--- src/hdl/spl_defines.vh ---
// What this block does
// - at each start-up, sample the card-present input before choosing a path
// - a replaced control unit or power module selects the swap path
// - normal start-up without card copies eeprom parameters into ram
// - mode 0: never download from the card at start-up
// - mode 1 (default): download once, rewrite mode to 0 after a successful card copy
// - mode 2: download at every start-up with a card, mode kept
// - mode 1 or 2 without card: eeprom set, no alarm, no fault
// - download reads the fixed default image; missing image gives F0061
// - successful download raises F0395, held until confirmed or accepted
// - standard unit: routed digital/plc confirm or writing 0 clears F0395
// - fail-safe unit: stage 30, password, then write 0 clears F0395
// - failed download restores eeprom set and raises F0061 or F0063
// - rejected parameter gives F0063 and records first rejected number
// - F0061/F0063 from start-up stay latched until power cycle
`ifndef SPL_DEFINES_VH
`define SPL_DEFINES_VH

// register byte addresses
`define SPL_ADDR_CTRL 8'h00
`define SPL_ADDR_STATUS 8'h04
`define SPL_ADDR_FAULT 8'h08
`define SPL_ADDR_REJECT 8'h0C
`define SPL_ADDR_CONFIRM 8'h10
`define SPL_ADDR_STAGE 8'h14
`define SPL_ADDR_PASSWORD 8'h18
`define SPL_ADDR_IRQ_STAT 8'h1C
`define SPL_ADDR_IRQ_MASK 8'h20

// ctrl fields
`define SPL_CTRL_MODE_LSB 0
`define SPL_CTRL_SRC_LSB 2
`define SPL_MODE_NONE 2'h0
`define SPL_MODE_ONCE 2'h1
`define SPL_MODE_ALWAYS 2'h2
`define SPL_MODE_RESET 2'h1
`define SPL_SRC_NONE 2'h0
`define SPL_SRC_DIGITAL 2'h1
`define SPL_SRC_PLC 2'h2
`define SPL_SRC_RESET 2'h1

// status fields
`define SPL_ST_DONE 0
`define SPL_ST_SWAP 1
`define SPL_ST_CARD 2
`define SPL_ST_PEND 3
`define SPL_ST_F61 4
`define SPL_ST_F63 5
`define SPL_ST_FAILSAFE 6

// fault codes as numbers
`define SPL_FAULT_NONE 16'h0000
`define SPL_FAULT_F0061 16'h0061
`define SPL_FAULT_F0063 16'h0063
`define SPL_FAULT_F0395 16'h0395

// irq bits
`define SPL_IRQ_W 4
`define SPL_IRQ_DONE 0
`define SPL_IRQ_F0395 1
`define SPL_IRQ_FAIL 2
`define SPL_IRQ_CONFIRM 3

// fail-safe acceptance
`define SPL_STAGE_ACCEPT 8'h1E
`define SPL_PASSWORD_VAL 32'h0000_0000
`define SPL_STAGE_RESET 8'h00
`define SPL_CONFIRM_ZERO 32'h0000_0000

`endif

--- src/hdl/spl_top.v ---
`timescale 1ns/10ps
`include "spl_defines.vh"
// start-up parameter loader with apb register slave
module spl_top (
  input wire clock,
  input wire rst_n,
  input wire ce,
  input wire psel,
  input wire penable,
  input wire pwrite,
  input wire [7:0] paddr,
  input wire [31:0] pwdata,
  output reg [31:0] prdata,
  output reg pready,
  output reg pslverr,
  input wire card_present,
  input wire swap_detected,
  input wire failsafe_unit,
  input wire image_found,
  input wire copy_done,
  input wire copy_ok,
  input wire [15:0] reject_param,
  input wire swap_done,
  input wire digital_confirm,
  input wire plc_confirm,
  output reg copy_req,
  output reg copy_from_card,
  output reg swap_req,
  output reg startup_done,
  output reg [15:0] fault_code,
  output reg irq
);
  localparam S_BOOT = 3'd0;
  localparam S_CHECK = 3'd1;
  localparam S_SWAP = 3'd2;
  localparam S_EEPROM = 3'd3;
  localparam S_CARD = 3'd4;
  localparam S_RESTORE = 3'd5;
  localparam S_DONE = 3'd6;

  reg [2:0] state_r;
  reg [2:0] state_nxt;
  // download mode survives rst_n, like a stored setting
  reg [1:0] mode_r = `SPL_MODE_RESET;
  reg [1:0] src_r;
  reg [7:0] stage_r;
  reg failsafe_r;
  reg swap_path_r;
  reg card_path_r;
  reg pend_r;
  reg f61_r;
  reg f63_r;
  reg [15:0] reject_r;
  reg [`SPL_IRQ_W-1:0] mask_r;
  reg confirm_in_d_r;
  wire [`SPL_IRQ_W-1:0] irq_stat;
  reg [`SPL_IRQ_W-1:0] irq_set;
  reg [`SPL_IRQ_W-1:0] irq_clr;

  // apb decode: write commits on the edge where pready is high
  wire apb_acc = psel & penable;
  wire apb_fire = apb_acc & pready;
  wire wr_fire = apb_fire & pwrite;
  wire wr_ctrl = wr_fire & (paddr == `SPL_ADDR_CTRL);
  wire wr_confirm = wr_fire & (paddr == `SPL_ADDR_CONFIRM);
  wire wr_stage = wr_fire & (paddr == `SPL_ADDR_STAGE);
  wire wr_pw = wr_fire & (paddr == `SPL_ADDR_PASSWORD);
  wire wr_istat = wr_fire & (paddr == `SPL_ADDR_IRQ_STAT);
  wire wr_imask = wr_fire & (paddr == `SPL_ADDR_IRQ_MASK);
  wire fs_accept;

  // routed operator/plc confirm, rising edge
  reg confirm_in;
  always @* begin
    case (src_r)
      `SPL_SRC_DIGITAL: confirm_in = digital_confirm;
      `SPL_SRC_PLC: confirm_in = plc_confirm;
      default: confirm_in = 1'b0;
    endcase
  end
  wire confirm_edge = confirm_in & ~confirm_in_d_r;

  // clears of the pending download fault for each unit kind
  wire std_clear = ~failsafe_r &
    ((wr_confirm & (pwdata == `SPL_CONFIRM_ZERO)) | confirm_edge);
  wire fs_clear = failsafe_r & fs_accept;
  wire pend_clear = pend_r & (std_clear | fs_clear);

  // whether this start-up should download from the card
  wire want_card = card_present & image_found |
    card_present & ~image_found;
  wire mode_dl = (mode_r == `SPL_MODE_ONCE) | (mode_r == `SPL_MODE_ALWAYS);

  // start-up sequencer
  always @* begin
    state_nxt = state_r;
    case (state_r)
      S_BOOT: state_nxt = S_CHECK;
      S_CHECK: begin
        if (swap_detected)
          state_nxt = S_SWAP;
        else if (card_present && mode_dl && want_card)
          state_nxt = image_found ? S_CARD : S_RESTORE;
        else
          state_nxt = S_EEPROM;
      end
      S_SWAP: begin
        if (swap_done)
          state_nxt = S_DONE;
      end
      S_EEPROM: begin
        if (copy_done)
          state_nxt = S_DONE;
      end
      S_CARD: begin
        if (copy_done)
          state_nxt = copy_ok ? S_DONE : S_RESTORE;
      end
      S_RESTORE: begin
        if (copy_done)
          state_nxt = S_DONE;
      end
      S_DONE: state_nxt = S_DONE;
      default: state_nxt = S_BOOT;
    endcase
  end

  // sequencer state and copy/swap requests
  always @(posedge clock) begin
    if (!rst_n) begin
      state_r <= S_BOOT;
      copy_req <= 1'b0;
      copy_from_card <= 1'b0;
      swap_req <= 1'b0;
      swap_path_r <= 1'b0;
      card_path_r <= 1'b0;
      failsafe_r <= 1'b0;
    end else if (ce) begin
      state_r <= state_nxt;
      if (state_r == S_BOOT)
        failsafe_r <= failsafe_unit;
      if (state_r == S_CHECK) begin
        card_path_r <= card_present;
        swap_path_r <= swap_detected;
      end
      swap_req <= (state_nxt == S_SWAP);
      copy_req <= (state_nxt == S_EEPROM) | (state_nxt == S_CARD) |
        (state_nxt == S_RESTORE);
      copy_from_card <= (state_nxt == S_CARD);
    end
  end

  // download faults latch until reset, pending confirm fault
  always @(posedge clock) begin
    if (!rst_n) begin
      f61_r <= 1'b0;
      f63_r <= 1'b0;
      pend_r <= 1'b0;
      reject_r <= 16'h0000;
    end else if (ce) begin
      if (state_r == S_CHECK && state_nxt == S_RESTORE)
        f61_r <= 1'b1;
      if (state_r == S_CARD && copy_done && !copy_ok) begin
        f63_r <= 1'b1;
        reject_r <= reject_param;
      end
      if (state_r == S_CARD && copy_done && copy_ok)
        pend_r <= 1'b1;
      else if (pend_clear)
        pend_r <= 1'b0;
      if (state_r == S_CARD && copy_done && copy_ok &&
          mode_r == `SPL_MODE_ONCE)
        mode_r <= `SPL_MODE_NONE;
      else if (wr_ctrl)
        mode_r <= pwdata[`SPL_CTRL_MODE_LSB +: 2];
    end
  end

  // software settings and routed input history
  always @(posedge clock) begin
    if (!rst_n) begin
      src_r <= `SPL_SRC_RESET;
      stage_r <= `SPL_STAGE_RESET;
      mask_r <= {`SPL_IRQ_W{1'b0}};
      confirm_in_d_r <= 1'b0;
    end else if (ce) begin
      confirm_in_d_r <= confirm_in;
      if (wr_ctrl)
        src_r <= pwdata[`SPL_CTRL_SRC_LSB +: 2];
      if (wr_stage)
        stage_r <= pwdata[7:0];
      if (wr_imask)
        mask_r <= pwdata[`SPL_IRQ_W-1:0];
    end
  end

  // done flag and visible fault code; latched faults take priority
  always @(posedge clock) begin
    if (!rst_n) begin
      startup_done <= 1'b0;
      fault_code <= `SPL_FAULT_NONE;
    end else if (ce) begin
      startup_done <= (state_r == S_DONE);
      if (f63_r)
        fault_code <= `SPL_FAULT_F0063;
      else if (f61_r)
        fault_code <= `SPL_FAULT_F0061;
      else if (pend_r)
        fault_code <= `SPL_FAULT_F0395;
      else
        fault_code <= `SPL_FAULT_NONE;
    end
  end

  // interrupt events
  always @* begin
    irq_set = {`SPL_IRQ_W{1'b0}};
    irq_set[`SPL_IRQ_DONE] = (state_r != S_DONE) & (state_nxt == S_DONE);
    irq_set[`SPL_IRQ_F0395] = (state_r == S_CARD) & copy_done & copy_ok;
    irq_set[`SPL_IRQ_FAIL] = (state_nxt == S_RESTORE) &
      (state_r != S_RESTORE);
    irq_set[`SPL_IRQ_CONFIRM] = pend_clear;
    irq_clr = wr_istat ? pwdata[`SPL_IRQ_W-1:0] : {`SPL_IRQ_W{1'b0}};
  end

  spl_sticky #(
    .W(`SPL_IRQ_W)
  ) u_irq (
    .clock(clock),
    .rst_n(rst_n),
    .ce(ce),
    .set(irq_set),
    .clr(irq_clr),
    .q(irq_stat)
  );

  spl_accept_seq u_accept (
    .clock(clock),
    .rst_n(rst_n),
    .ce(ce),
    .stage_wr(wr_stage),
    .stage_val(pwdata[7:0]),
    .pw_wr(wr_pw),
    .pw_val(pwdata),
    .confirm_wr(wr_confirm),
    .confirm_val(pwdata),
    .accept(fs_accept)
  );

  // read mux
  reg [31:0] rd_val;
  reg rd_hit;
  always @* begin
    rd_val = 32'h0000_0000;
    rd_hit = 1'b1;
    case (paddr)
      `SPL_ADDR_CTRL: begin
        rd_val[`SPL_CTRL_MODE_LSB +: 2] = mode_r;
        rd_val[`SPL_CTRL_SRC_LSB +: 2] = src_r;
      end
      `SPL_ADDR_STATUS: begin
        rd_val[`SPL_ST_DONE] = startup_done;
        rd_val[`SPL_ST_SWAP] = swap_path_r;
        rd_val[`SPL_ST_CARD] = card_path_r;
        rd_val[`SPL_ST_PEND] = pend_r;
        rd_val[`SPL_ST_F61] = f61_r;
        rd_val[`SPL_ST_F63] = f63_r;
        rd_val[`SPL_ST_FAILSAFE] = failsafe_r;
      end
      `SPL_ADDR_FAULT: rd_val[15:0] = fault_code;
      `SPL_ADDR_REJECT: rd_val[15:0] = reject_r;
      `SPL_ADDR_CONFIRM: rd_val[0] = pend_r;
      `SPL_ADDR_STAGE: rd_val[7:0] = stage_r;
      `SPL_ADDR_PASSWORD: rd_val = 32'h0000_0000; // write only
      `SPL_ADDR_IRQ_STAT: rd_val[`SPL_IRQ_W-1:0] = irq_stat;
      `SPL_ADDR_IRQ_MASK: rd_val[`SPL_IRQ_W-1:0] = mask_r;
      default: rd_hit = 1'b0;
    endcase
  end

  // apb answer one cycle into the access phase, and irq line
  always @(posedge clock) begin
    if (!rst_n) begin
      pready <= 1'b0;
      pslverr <= 1'b0;
      prdata <= 32'h0000_0000;
      irq <= 1'b0;
    end else if (ce) begin
      irq <= |(irq_stat & mask_r);
      if (apb_acc && !pready) begin
        pready <= 1'b1;
        pslverr <= ~rd_hit;
        prdata <= (pwrite | ~rd_hit) ? 32'h0000_0000 : rd_val;
      end else begin
        pready <= 1'b0;
        pslverr <= 1'b0;
        prdata <= 32'h0000_0000;
      end
    end
  end
endmodule // spl_top

--- src/hdl/spl_sticky.v ---
`timescale 1ns/10ps
// sticky event bits, set beats write-one-to-clear
module spl_sticky #(
  parameter W = 4
) (
  input wire clock,
  input wire rst_n,
  input wire ce,
  input wire [W-1:0] set,
  input wire [W-1:0] clr,
  output reg [W-1:0] q
);
  // hold, set or clear each bit
  always @(posedge clock) begin
    if (!rst_n) begin
      q <= {W{1'b0}};
    end else if (ce) begin
      q <= set | (q & ~clr);
    end
  end
endmodule // spl_sticky

--- src/hdl/spl_accept_seq.v ---
`timescale 1ns/10ps
`include "spl_defines.vh"
// fail-safe acceptance order: stage 30, password, then confirm 0
module spl_accept_seq (
  input wire clock,
  input wire rst_n,
  input wire ce,
  input wire stage_wr,
  input wire [7:0] stage_val,
  input wire pw_wr,
  input wire [31:0] pw_val,
  input wire confirm_wr,
  input wire [31:0] confirm_val,
  output reg accept
);
  localparam S_WAIT_STAGE = 2'd0;
  localparam S_WAIT_PW = 2'd1;
  localparam S_WAIT_CLR = 2'd2;
  reg [1:0] step_r;
  reg [1:0] step_nxt;
  reg accept_nxt;

  // next step; a write out of order starts over
  always @* begin
    step_nxt = step_r;
    accept_nxt = 1'b0;
    case (step_r)
      S_WAIT_STAGE: begin
        if (stage_wr && stage_val == `SPL_STAGE_ACCEPT)
          step_nxt = S_WAIT_PW;
      end
      S_WAIT_PW: begin
        if (pw_wr && pw_val == `SPL_PASSWORD_VAL)
          step_nxt = S_WAIT_CLR;
        else if (pw_wr || confirm_wr)
          step_nxt = S_WAIT_STAGE;
        else if (stage_wr && stage_val != `SPL_STAGE_ACCEPT)
          step_nxt = S_WAIT_STAGE;
      end
      S_WAIT_CLR: begin
        if (confirm_wr) begin
          step_nxt = S_WAIT_STAGE;
          accept_nxt = (confirm_val == `SPL_CONFIRM_ZERO);
        end else if (stage_wr || pw_wr) begin
          step_nxt = S_WAIT_STAGE;
        end
      end
      default: step_nxt = S_WAIT_STAGE;
    endcase
  end

  always @(posedge clock) begin
    if (!rst_n) begin
      step_r <= S_WAIT_STAGE;
      accept <= 1'b0;
    end else if (ce) begin
      step_r <= step_nxt;
      accept <= accept_nxt;
    end
  end
endmodule // spl_accept_seq

--- config.mk ---
export PLATFORM = sky130hd
export DESIGN_NAME = spl_top
export DESIGN_NICKNAME = d
export VERILOG_FILES = /design/src/hdl/spl_top.v /design/src/hdl/spl_sticky.v /design/src/hdl/spl_accept_seq.v
export VERILOG_INCLUDE_DIRS = /design/src /design/src/hdl
export SDC_FILE = /design/constraint.sdc
export NUM_CORES = 1
export LEC_CHECK = 0
export ABC_AREA = 1
export BUFFER_PORTS_ARGS = -buffer_cell sky130_fd_sc_hd__buf_2
export CAP_MARGIN = 20
export CORE_ASPECT_RATIO = 1.5
export CORE_MARGIN = 2
export CORE_UTILIZATION = 29
export CTS_BUF_LIST = sky130_fd_sc_hd__clkbuf_2
export CTS_CLUSTER_DIAMETER = 50
export DETAILED_ROUTE_END_ITERATION = 8
export GPL_ROUTABILITY_DRIVEN = 1
export GPL_TIMING_DRIVEN = 0
export PLACE_DENSITY_LB_ADDON = 0.1
export SLEW_MARGIN = 20
export SYNTH_ARGS = -nofsm -noshare
export SYNTH_HDL_FRONTEND = slang
export SYNTH_SLANG_ARGS = --single-unit
--- constraint.sdc ---
create_clock -name clock -period 2.7 [get_ports clock]
set_clock_uncertainty 0.15 [all_clocks]
set_input_delay 0.135 -clock clock [delete_from_list [all_inputs] [get_ports clock]]
set_output_delay 0.135 -clock clock [all_outputs]
set_load 0.05 [all_outputs]
; ---- Word-level counts from Yosys, hierarchy flattened
; Cells that the tools add are included.
[word_totals]
regBits = 104
inputBits = 71
out_inout_bits = 55
word_cells = 161
[op_classes]
n_bitwise = 35
reduce_logical = 34
eq_ne = 32
mux = 35
[ops]
columns = op, n
row1 = $eq 8x5->1 const B, 5
row2 = $logic_not 32->1, 1
row3 = $mux 16, 2
row4 = $mux 10, 3
row5 = $pmux 3 s7, 1
row6 = $and 1x1->1, 20
row7 = $eq 3x3->1 const B, 6
row8 = $pmux 3 s6, 1
row9 = $eq 8x4->1 const B, 2
row10 = $mux 2, 8
row11 = $pmux 8 s2, 1
row12 = $reduce_and 2->1, 8
row13 = $mux 3, 5
row14 = $eq 3x2->1 const B, 4
row15 = $pmux 3 s4, 1
row16 = $logic_and 1x1->1, 11
row17 = $reduce_or 9->1, 1
row18 = $and 4x4->4, 2
row19 = $eq 8x3->1 const B, 1
row20 = $eq 8x6->1 const B, 1
row21 = $logic_not 8->1, 1
row22 = $mux 1, 8
row23 = $ne 8x5->1 const B, 1
row24 = $pmux 1 s8, 1
row25 = 24 further kinds, 41

; ---- Depth between registers and ports, before layout
; Gate-level depths: netlist of the first run.
[logic_depth]
depth_word = 11
depth_mapped = 13
ltp_nobuf = 13

; ---- Hierarchy
; From an unflattened synthesis of the first run, not the netlist that was laid out.
[hier_totals]
hier_cells = 688
area_unflattened_um2 = 4436.8
[by_module_without_submodules]
columns = mod, cells_per_inst, seq_area_each_um2, instances, area_each_um2
row1 = spl_top, 571, 1401.3, 1, 3847.4
row2 = spl_accept_seq, 95, 60.1, 1, 435.4
row3 = spl_sticky, 22, 80.1, 1, 153.9

; ---- Least setup slack after synthesis of the first run
; Ideal clock, no wire load.
[synth_timing]
kind = reg-to-reg
start = register pready
end = register mode_r[0], enable pin
setup_time_ps = 337
path_slack_ps = 619
n_path_buf = 0
t_arrival_ps = 1594
period_less_slack_ps = 2081
path_stages_with_launch = 7
required_ps = 2213
path_cell_list = dfxtp_1 nand2_1 nor2_4 inv_2 nor2_1 inv_1 a211oi_1
[synth_via]
elab_chain_cells = 5
[synth_lines]
columns = element, line
row1 = "start, declared", spl_top.v:14  ; output reg pready,
row2 = "start signal, assigned", spl_top.v:284  ; pready <= 1'b0;
row3 = "start signal, assigned", spl_top.v:291  ; pready <= 1'b1;
row4 = "start signal, assigned", spl_top.v:295  ; pready <= 1'b0;
row5 = $and 1x1->1, spl_top.v:62  ; wire apb_fire = apb_acc & pready;
row6 = $and 1x1->1, spl_top.v:63  ; wire wr_fire = apb_fire & pwrite;
row7 = $and 1x1->1, spl_top.v:64  ; wire wr_ctrl = wr_fire & (paddr == `SPL_ADDR_CTRL);
row8 = $reduce_bool 2->1 (no source line), -
row9 = $reduce_and 3->1 (no source line), -
row10 = "end signal, assigned", spl_top.v:173  ; mode_r <= `SPL_MODE_NONE;
row11 = "end signal, assigned", spl_top.v:175  ; mode_r <= pwdata[`SPL_CTRL_MODE_LSB +: 2];
row12 = "end, declared", spl_top.v:44  ; reg [1:0] mode_r = `SPL_MODE_RESET;
; No other way between the ends.
; A chain may end at the register's enable or synchronous reset.

; ---- Worst setup path after layout of the first run
[layout_timing]
start = register state_r[1]
end = register reject_r[1]
[layout_via]
elab_chain_cells = 4
[layout_lines]
columns = element, line
row1 = "start, declared", spl_top.v:41  ; reg [2:0] state_r;
row2 = "start signal, assigned", spl_top.v:139  ; state_r <= state_nxt;
row3 = $eq 3x3->1, spl_top.v:163  ; if (state_r == S_CARD && copy_done && !copy_ok) begin
row4 = $logic_and 1x1->1 (2 in series), spl_top.v:163
row5 = $reduce_and 2->1 (no source line), -
row6 = "end signal, assigned", spl_top.v:165  ; reject_r <= reject_param;
row7 = "end, declared", spl_top.v:53  ; reg [15:0] reject_r;
; No other way between the ends.

==> impl_results.md, run 1 <==
* Share of cells above drive strength 1 at 0.233
* Core area at 14,700 sq um
* Top-area cell type share of the netlist area at 0.339
* Worst Path Required at 3030 ps
* Post-DP HPWL at 11.4 mm
* Initial antenna violation count at 1
* Yosys reg bits at 76
* Reg-to-Reg End: reject_r[1]$_SDFFE_PN0P_
* Fmax at 425 MHz
* CP endpoint kind: register
* Syn_area_per_cell at 6.71 sq um
* Sw frac at 0.317
* Vias in the first global route at 4,646
* Sequential area share after synthesis at 0.353
* Slowest-stage cell, CP: dlygate4sd3_1
* Synthesized area at 4370 sq um
* Gate power share at 0.202
* Die width at 104 um
* Most frequent cells in the layout: 142 x nand2_1, 106 x buf_2, 101 x nor2_1, 74 x dfxtp_1, 66 x inv_1
* Drt wl/cell at 14.1 um
* Top-Level Pins at 126
* Peak supply drop at 268 uV
* TritonCTS clock tree: yes
* CP max FO at 10
* Top delay family on crit path: buffers and inverters
* Die area at 16,100 sq um
* CP peak stage delay at 540 ps
* Final setup vio count at 0
* Buf+Inv Stages, Crit Path at 4
* Critical path type: register to register
* DR DRC count at 0
* Max Cap Viol at 0
* Design area at 5760 sq um
* WP data arrival at 2680 ps
* Yosys cell types at 39
* Setup TNS at 0 ps
* Tightest Pin Transition at 618 ps
* Register-to-Register Path Depth at 11
* H-Tree Depth at 3
* Sink Count at 76
* Slew headroom at 0.588
* Placed cell area at 5200 sq um
* Synth area leaders: dfxtp_1 34%, nand2_1 12%, nor2_1 8.7%
* Root buffer cell: clkbuf_2
* Num rows at 54
* Post-Route WL at 14.5 mm
* CTS Buf Count at 9
* LEAKAGE at 2.76 nW
* Power Density at 413 nW/um^2
* Worst skew pair latency at 540 ps
* Ys Warns at 0
* Commonest non-fill, non-tap cell in the layout: nand2_1
* Hold path cells at 10
* Gp weighted congestion at 0.885
* Total gr overflow at 0
* Worst Hold Launch: pwdata[10]
* Fin crit share at 0.871
* Clk pin slew, worst setup/hold paths at 230 ps
* Post-DRT Antenna Nets at 0
* R2R setup slack at 350 ps
* Sequential share of power at 0.492
* Reg2Reg Launch Point: state_r[1]$_SDFFE_PN0P_
* Area Overhead vs Synth at 31.9%
* Critical-path cell list: buf_2 -> nor2_2 -> nand2_1 -> nor2_1 -> nand2_1 -> nor2_4 -> inv_2 -> buf_6 -> nor2_1 -> nor2_1 -> dlygate4sd3_1
* Final nets at 902
* Starting Density at 0.298
* Gr usage total at 0.184
* I/O Buffers at 102
* Total count of max-transition violations in the final report at 0
* Hold path endpoint: u_irq.q[3]$_SDFFE_PN0P_
* Post-Syn Instances at 651
* Post-CTS setup buffer count at 0
* Hold WC Path Type: input port to register
* Status: complete, no violations
* Fin. Hold Viols at 0
* Post-synth top area cell: dfxtp_1
* Starting DRC count in detailed routing at 195
* First-pass GRT wire length at 23.5 mm
* Startpoint types: register
* Via density at 4.57
* Psw at 0.000756 W
* Die Ht at 154 um
* Largest net degree at the start of global routing at 14
* Clock power share at 0.306
* Unrepaired setup endpoints after global routing: false
* Final worst path period need at 2350 ps
* Cell Int Power at 0.00163 W
* CP most frequent cell: nor2_1
* Via count at 4,701
* DR pass1 iterations at 4
* Max clock buf depth at 2
[per-layer routing]
layer  wire (um)  up-vias  GRT usage
met1        5970     2145      0.207
met4         299        0     0.0573
met2        7620      145      0.348
met3         622       18     0.0337
li1            -     2393          -
met5           0        -          0
[power groups by stage]
stage,logic (W),clock network [W],registers (W)
floorplan,0.000279,0,0.00122
detailed placement,0.000437,0,0.00119
CTS,0.000483,0.000757,0.00117
global route,0.000527,0.000805,0.00118
finish,0.000481,0.000728,0.00117
global placement,0.000433,0,0.00119
[logic make-up after synthesis]
group / count (synthesis) / synth area share
buffers and inverters: 121 / 0.137
other: 1 / 0.000859
DFF: 76 / 0.353
AOI/OAI and AO/OA: 117 / 0.145
adders and majority gates: 3 / 0.00860
and+or+nand+nor: 333 / 0.356
[stage by stage]
stage	utilization	setup WS [ps]	instances	power (W)	hold WS, ps
finish	0.393	347	1029	0.00238	43.9
global route	0.393	175	1029	0.00251	58.3
CTS	0.393	298	1028	0.00241	9.58
detailed placement	0.355	663	971	0.00163	224
global placement	0.355	695	971	0.00163	216
floorplan	-	619	673	0.00150	120
[worst min-delay path: stages]
cell	delay (ps)
buf_2	70
nor2_1	30
nand2_1	40
nor2_1	40
nand2_1	50
nor2_1	50
nand2_1	70
nand2_1	50
nand2_1	80
a21oi_1	70
[Yosys cell counts, drive strengths merged]
library cell / instances
edfxtp: 2
a211oi: 5
buf: 36
dfxtp: 74
conb: 1
nor4: 1
a22o: 1
a31oi: 2
nand4: 6
o31ai: 3
nor2: 117
nand3: 48
a21oi: 58
o21a: 1
clkbuf: 10
nand3b: 1
clkinv: 2
a21o: 1
ha: 3
inv: 73
o221ai: 1
nor3: 6
a221oi: 1
o21ai: 44
nand2: 154
[registers in the layout, summed over array words and instances, names as in the netlist, 2 cells and up]
name	count
prdata	16
reject_r	16
stage_r	8
fault_code	4
mask_r	4
u_irq.q	4
state_r	3
mode_r	2
src_r	2
u_accept.step_r	2
[worst max path at each step]
stage	endpoint	startpoint	cells after the start
floorplan	mode_r[0]$_SDFFCE_PP0P_	pready$_SDFFE_PN0P_	6
global placement	mode_r[0]$_SDFFCE_PP0P_	pready$_SDFFE_PN0P_	6
detailed placement	mode_r[1]$_SDFFCE_PP0P_	pready$_SDFFE_PN0P_	6
CTS	reject_r[1]$_SDFFE_PN0P_	state_r[1]$_SDFFE_PN0P_	11
global route	reject_r[1]$_SDFFE_PN0P_	state_r[1]$_SDFFE_PN0P_	11
finish	reject_r[1]$_SDFFE_PN0P_	state_r[1]$_SDFFE_PN0P_	11
[final cells by class]
class / count / area (sq um)
diodes: 1 / 2.50
plain buffers: 46 / 313
clock buffers: 9 / 45.0
clock inverters: 6 / 88.8
fillers: 1594 / 8900
inverters: 75 / 284
multi-input cells: 476 / 2310
flip-flops and latches: 76 / 1540
well taps: 196 / 245
repair buffers: 144 / 931
[timing repair]
| item | in CTS | in global routing |
|---|---|---|
| setup endpoints to repair | 0 | 0 |
| endpoints found under the hold margin | 67 | 0 |
| gates resized for setup | 0 | 0 |
| hold buffers | 42 | 0 |
No activity file was read; power rests on OpenSTA's default activity.
==> run 2: changes to the inputs <==
- ABC_AREA: 1 -> not set
- BUFFER_PORTS_ARGS: -buffer_cell sky130_fd_sc_hd__buf_2 -> not set
- DONT_BUFFER_PORTS: not set -> 1
==> run 2 against run 1 <==
Die area is 11% lower. Clock-buffer cell count is 1 higher. Sequential share of layout area is 4.3 points higher. Register-to-register slack worse by 200 ps. Cell area is 14% lower. Non-clock buffer count is 69 lower.
==> impl_results.md, run 2 <==
* CP peak stage delay at 590 ps
* Starting Density at 0.297
* Register-to-Register Path Depth at 8
* Drt wl/cell at 19.1 um
* Largest net degree at the start of global routing at 14
* Unrepaired setup endpoints after global routing: true
* Sequential area share after synthesis at 0.399
* Reg2Reg Launch Point: state_r[0]$_SDFFE_PN0P_
* Synth cell count leaders: 74 x dfxtp_1, 67 x nand2_1, 43 x nor2_1
* Initial antenna violation count at 2
* Peak supply drop at 236 uV
* Area Overhead vs Synth at 28.5%
* Hold path cells at 5
* Design area at 4960 sq um
* Die area at 14,300 sq um
* Synthesized area at 3860 sq um
* Sink Count at 76
* Yosys reg bits at 76
* Post-CTS setup buffer count at 0
* Yosys cell types at 62
* Ys async rst share at 0
* R2R setup slack at 150 ps
* Vias in the first global route at 3,787
* Synth area leaders: dfxtp_1 38%, nand2_1 6.5%, mux2i_1 5.7%
* Non-filler cells in the finished layout at 732
* Top-Level Pins at 126
* Fmax at 392 MHz
* Setup TNS at 0 ps
* FILL cells at 1,368
* CP endpoint kind: register
* Starting DRC count in detailed routing at 201
* Top Registers: prdata (16), reject_r (16), stage_r (8)
* Final setup vio count at 0
* H-Tree Depth at 3
* Worst skew pair latency at 570 ps
* CP max FO at 10
* Worst Path Required at 3050 ps
* Total count of max-transition violations in the final report at 0
* Die width at 98.2 um
* Worst slack, placed at 433 ps
* Syn_area_per_cell at 8.33 sq um
* Die Ht at 145 um
* Worst Hold Launch: paddr[4]
* Post-Syn Instances at 464
* DR pass1 iterations at 4
* DP Cell Count at 645
* Gr usage total at 0.195
* Fin. Hold Viols at 0
* Via count at 3,813
* Via density at 5.21
* CTS Buf Count at 9
* Post-DP HPWL at 10.3 mm
* First-pass GRT wire length at 21.4 mm
* Slowest-stage cell, CP: dlygate4sd3_1
* Startpoint types: register
* Root buffer cell: clkbuf_2
* Setup ws final at 149 ps
* Top-area cell type share of the netlist area at 0.383
* Clk pin slew, worst setup/hold paths at 250 ps
* Total gr overflow at 0
* Hold path endpoint: u_accept.accept$_SDFFE_PN0P_
* Post-synth top area cell: dfxtp_1
* Num rows at 51
* Fin crit share at 0.945
* Max Cap Viol at 0
* Critical-path cell list: nor2_2 -> nand2_1 -> or3_1 -> clkbuf_1 -> clkbuf_1 -> nand2_1 -> a21oi_1 -> dlygate4sd3_1
* DR DRC count at 0
* Power Density at 447 nW/um^2
* Slew headroom at 0.471
* Main synth FF type: dfxtp_1
* Post-DRT Antenna Nets at 0
* Tightest Pin Transition at 790 ps
* Share of cells above drive strength 1 at 0.109
* Gp weighted congestion at 0.868
* Placed cell area at 4150 sq um
* Post-synth EDFFs at 2
* Status: complete, no violations
* TritonCTS clock tree: yes
* I/O Buffers at 0
* Reg-to-Reg End: reject_r[14]$_SDFFE_PN0P_
* Most frequent cells in the layout: 73 x dfxtp_1, 69 x dlygate4sd3_1, 67 x nand2_1, 42 x nor2_1, 37 x a21oi_1
* WP data arrival at 2900 ps
* LEAKAGE at 1.90 nW
* Hold WC Path Type: input port to register
* Ys Warns at 0
* Commonest non-fill, non-tap cell in the layout: dfxtp_1
* Post-Route WL at 14.0 mm
* Final worst path period need at 2550 ps
* Post-layout util at 0.381
* Core area at 13,000 sq um
* Final nets at 640
* Critical path type: register to register
* Most frequent cell after synthesis: dfxtp_1
* Max clock buf depth at 2
## run 2: cell count changes after synthesis, moves of 7 or more
| cell | previous run | this run |
|---|---|---|
| a22o_1 | 1 | 8 |
| a22oi_1 | 0 | 13 |
| inv_1 | 66 | 8 |
| nor4_1 | 0 | 11 |
| o21ai_0 | 37 | 14 |
| mux2i_1 | 0 | 22 |
| nor2_2 | 7 | 0 |
| nand3_1 | 44 | 7 |
| nor2_1 | 101 | 43 |
| nand2_2 | 7 | 0 |
| nand2_1 | 142 | 67 |
| a21oi_1 | 57 | 37 |
## run 2: power breakdown
part | internal [W] | leakage, nW | total, W | switching, W
combinational | 0.000132 | 1.21 | 0.000362 | 0.000231
sequential | 0.00115 | 0.617 | 0.00118 | 0.0000367
clock | 0.000217 | 0.0683 | 0.000673 | 0.000456
## run 2: cell type report
class | count | area (sq um) | area share
flip-flops and latches | 76 | 1540 | 0.311
plain buffers | 52 | 308 | 0.0620
well taps | 159 | 199 | 0.0401
diodes | 2 | 5.00 | 0.00101
inverters | 9 | 33.8 | 0.00680
clock inverters | 6 | 63.8 | 0.0129
repair buffers | 69 | 691 | 0.139
multi-input cells | 349 | 2070 | 0.417
clock buffers | 10 | 50.0 | 0.0101
## run 2: metrics by stage
step / hold slack, ps / total power (W)
after CTS: 6.24 / 0.00223
after global routing: 40.1 / 0.00231
after detailed placement: 128 / 0.00148
after floorplan: 121 / 0.00142
final: 19.9 / 0.00222
after global placement: 124 / 0.00148
## run 2: routing by layer
| layer | track usage | vias to the layer above | part of all wire |
|---|---|---|---|
| met5 | 0 | - | 0 |
| li1 | - | 1835 | - |
| met2 | 0.349 | 148 | 0.52 |
| met3 | 0.0365 | 20 | 0.058 |
| met1 | 0.232 | 1810 | 0.41 |
| met4 | 0.0678 | 0 | 0.019 |
## run 2: worst max-delay path: cells and delay by family, from the launching register on
| kind | cells | cell delay [ps] |
|---|---|---|
| AOI/OAI and AO/OA | 1 | 70 |
| DFF | 1 | 380 |
| and+or+nand+nor | 4 | 830 |
| buffers and inverters | 3 | 1070 |
## run 2: cells by family after synthesis
group | after synthesis | share of synthesized area
fa+ha+maj | 3 | 0.00972
other cells | 1 | 0.000971
mux | 23 | 0.0599
compound gates | 110 | 0.188
flops | 76 | 0.399
xor+xnor | 1 | 0.00227
buf+inv | 61 | 0.0884
simple gates | 189 | 0.251
## run 2: worst max path at each step
stage                            start                        end  slack (ps)  cells past startpoint
2_1_floorplan  mode_r[0]$_SDFFCE_PP0P_    u_irq.q[0]$_SDFFE_PN0P_         750                      6
3_3_place_gp                        ce    prdata[11]$_SDFFE_PN0P_         430                      6
3_5_place_dp                        ce    prdata[13]$_SDFFE_PN0P_         430                      6
4_1_cts        state_r[0]$_SDFFE_PN0P_  reject_r[14]$_SDFFE_PN0P_          20                      7
5_1_grt        state_r[0]$_SDFFE_PN0P_  reject_r[14]$_SDFFE_PN0P_          10                      8
6_report       state_r[0]$_SDFFE_PN0P_  reject_r[14]$_SDFFE_PN0P_         150                      8
## run 2: repair_timing
action,4_1_cts,5_1_grt
endpoints found under the hold margin,74,0
hold buffers,69,0
gates resized for setup,0,3
setup endpoints to repair,0,3
==> run 3: changes to the inputs <==
- REMOVE_ABC_BUFFERS: not set -> 1
==> run 3 against run 2 <==
Utilization fell by 0.87 points. Non-clock buffer count fell by 37. Combinational power fell by 10%. Die area did not move. Fmax fell by 2.7%. Worst setup slack got worse by 71 ps. Hold slack improved by 2.7 ps. Critical path depth fell by 1. Total power fell by 1.6%. Clock power fell by 1%. Sequential cell count did not move. Critical path type is now input port to register. Critical endpoint is now u_irq.q[1]$_SDFFE_PN0P_.
==> impl_results.md, run 3 (synthesized netlist as in run 2, its figures left out) <==
* DR pass1 iterations at 6
* Clk pin slew, worst setup/hold paths at 240 ps
* Share of cells above drive strength 1 at 0.0655
* Post-Route WL at 13.2 mm
* Slew headroom at 0.276
* Hold WS at 22.6 ps
* Hold path endpoint: prdata[6]$_SDFFE_PN0P_
* I/O Buffers at 0
* Critical-path cell list: dlygate4sd3_1 -> nor4b_2 -> and4_1 -> nor2b_1 -> a21boi_1 -> o21a_1 -> dlygate4sd3_1
* Worst Hold Launch: paddr[3]
* Post-DP HPWL at 8.93 mm
* Startpoint types: input port
* Final nets at 603
* R2R setup slack at 130 ps
* TritonCTS clock tree: yes
* Gr usage total at 0.186
* Post-DRT Antenna Nets at 0
* Max Cap Viol at 0
* CP most frequent cell: dlygate4sd3_1
* Reg2Reg Launch Point: mode_r[0]$_SDFFCE_PP0P_
* Most frequent cells in the layout: 77 x dlygate4sd3_1, 72 x dfxtp_1, 67 x nand2_1, 43 x nor2_1, 37 x a21oi_1
* Total gr overflow at 0
* Worst skew pair latency at 550 ps
* H-Tree Depth at 3
* Fin crit share at 0.971
* Via density at 5.23
* Hold path cells at 3
* Root buffer cell: clkbuf_2
* CP max FO at 11
* CTS Buf Count at 9
* Buf+Inv Stages, Crit Path at 2
* Power Density at 450 nW/um^2
* LEAKAGE at 1.80 nW
* Starting Density at 0.297
* Hold WC Path Type: input port to register
* Peak supply drop at 190 uV
* Area Overhead vs Synth at 25.6%
* Num rows at 51
* Core area at 13,000 sq um
* Max clock buf depth at 2
* Setup TNS at 0 ps
* Fin. Hold Viols at 0
* CP peak stage delay at 800 ps
* Setup ws final at 78.1 ps
* Register-to-Register Path Depth at 7
* Via count at 3,637
* First-pass GRT wire length at 20.5 mm
* Pwr Total at 0.00218 W
* Top Registers: prdata (16), reject_r (16), stage_r (8)
* Starting DRC count in detailed routing at 148
* Die width at 98.2 um
* Vias in the first global route at 3,721
* Status: complete, no violations
* Final setup vio count at 0
* WP data arrival at 2930 ps
* Worst Path Required at 3010 ps
* Drt wl/cell at 19.1 um
* Fmax at 381 MHz
* Post-layout util at 0.373
* Worst slack, placed at 78.7 ps
* Critical path type: input port to register
* Top delay family on crit path: buffers and inverters
* CP endpoint kind: register
* Top-Level Pins at 126
* Reg-to-Reg End: state_r[0]$_SDFFE_PN0P_
* Total count of max-transition violations in the final report at 0
* Sink Count at 76
* Tightest Pin Transition at 1090 ps
* Largest net degree at the start of global routing at 33
* Gp weighted congestion at 0.779
* Die area at 14,300 sq um
* Levels on crit path at 7
* Final worst path period need at 2620 ps
* Initial antenna violation count at 2
* Slowest-stage cell, CP: dlygate4sd3_1
* Commonest non-fill, non-tap cell in the layout: dlygate4sd3_1
* DR DRC count at 0
* Die Ht at 145 um
* Unrepaired setup endpoints after global routing: false
-- run 3: worst register-to-register path, cell delays in order, from the launching register on --
cell	delay, ps
edfxtp_1	450
ha_1	370
and3b_1	260
o21ai_0	80
a221o_1	440
inv_1	110
a21oi_1	70
dlygate4sd3_1	570
-- run 3: layout make-up --
| cell class | count | area, sq um |
|---|---|---|
| Multi-Input combinational cell | 349 | 2080 |
| Clock inverter | 6 | 62.6 |
| Timing Repair Buffer | 84 | 871 |
| Inverter | 9 | 33.8 |
| Clock buffer | 10 | 50.0 |
| Sequential cell | 76 | 1550 |
| Tap cell | 159 | 199 |
| Fill cell | 1392 | 8170 |
| Antenna cell | 2 | 5.00 |
-- run 3: timing repair --
item,4_1_cts,5_1_grt
hold endpoints to repair,78,0
gates resized for setup,0,5
buffers inserted,0,3
hold buffers,80,0
endpoints found under the setup margin,0,24
-- run 3: metrics by stage --
step / area [sq um] / std cells
floorplan: 3640 / 434
global placement: 3840 / 593
detailed placement: 3870 / 594
CTS: 4790 / 690
global route: 4850 / 695
finish: 4850 / 695
-- run 3: power breakdown --
part / total [W] / switching [W] / internal, W / leakage, nW
combinational: 0.000325 / 0.000206 / 0.000119 / 1.11
clock: 0.000664 / 0.000445 / 0.000218 / 0.0726
sequential: 0.00119 / 0.0000484 / 0.00115 / 0.617
total: 0.00218 / 0.000700 / 0.00148 / 1.80
-- run 3: worst max-delay path by stage --
stage          slack [ps]                              end                        from
2_1_floorplan        -160           prdata[8]$_SDFFE_PN0P_  fault_code[8]$_SDFFE_PN0P_
3_3_place_gp         -340           prdata[2]$_SDFFE_PN0P_  fault_code[8]$_SDFFE_PN0P_
3_5_place_dp           80  u_accept.step_r[0]$_SDFFE_PN0P_         pready$_SDFFE_PN0P_
4_1_cts                20          u_irq.q[1]$_SDFFE_PN0P_         pready$_SDFFE_PN0P_
5_1_grt                 2          u_irq.q[1]$_SDFFE_PN0P_                    paddr[5]
6_report               80          u_irq.q[1]$_SDFFE_PN0P_                    paddr[5]
-- run 3: routing by layer --
metal  share of wire  track usage
met5         0.00083            0
met4           0.028       0.0692
met3           0.058       0.0437
met2            0.52        0.336
met1            0.40        0.210
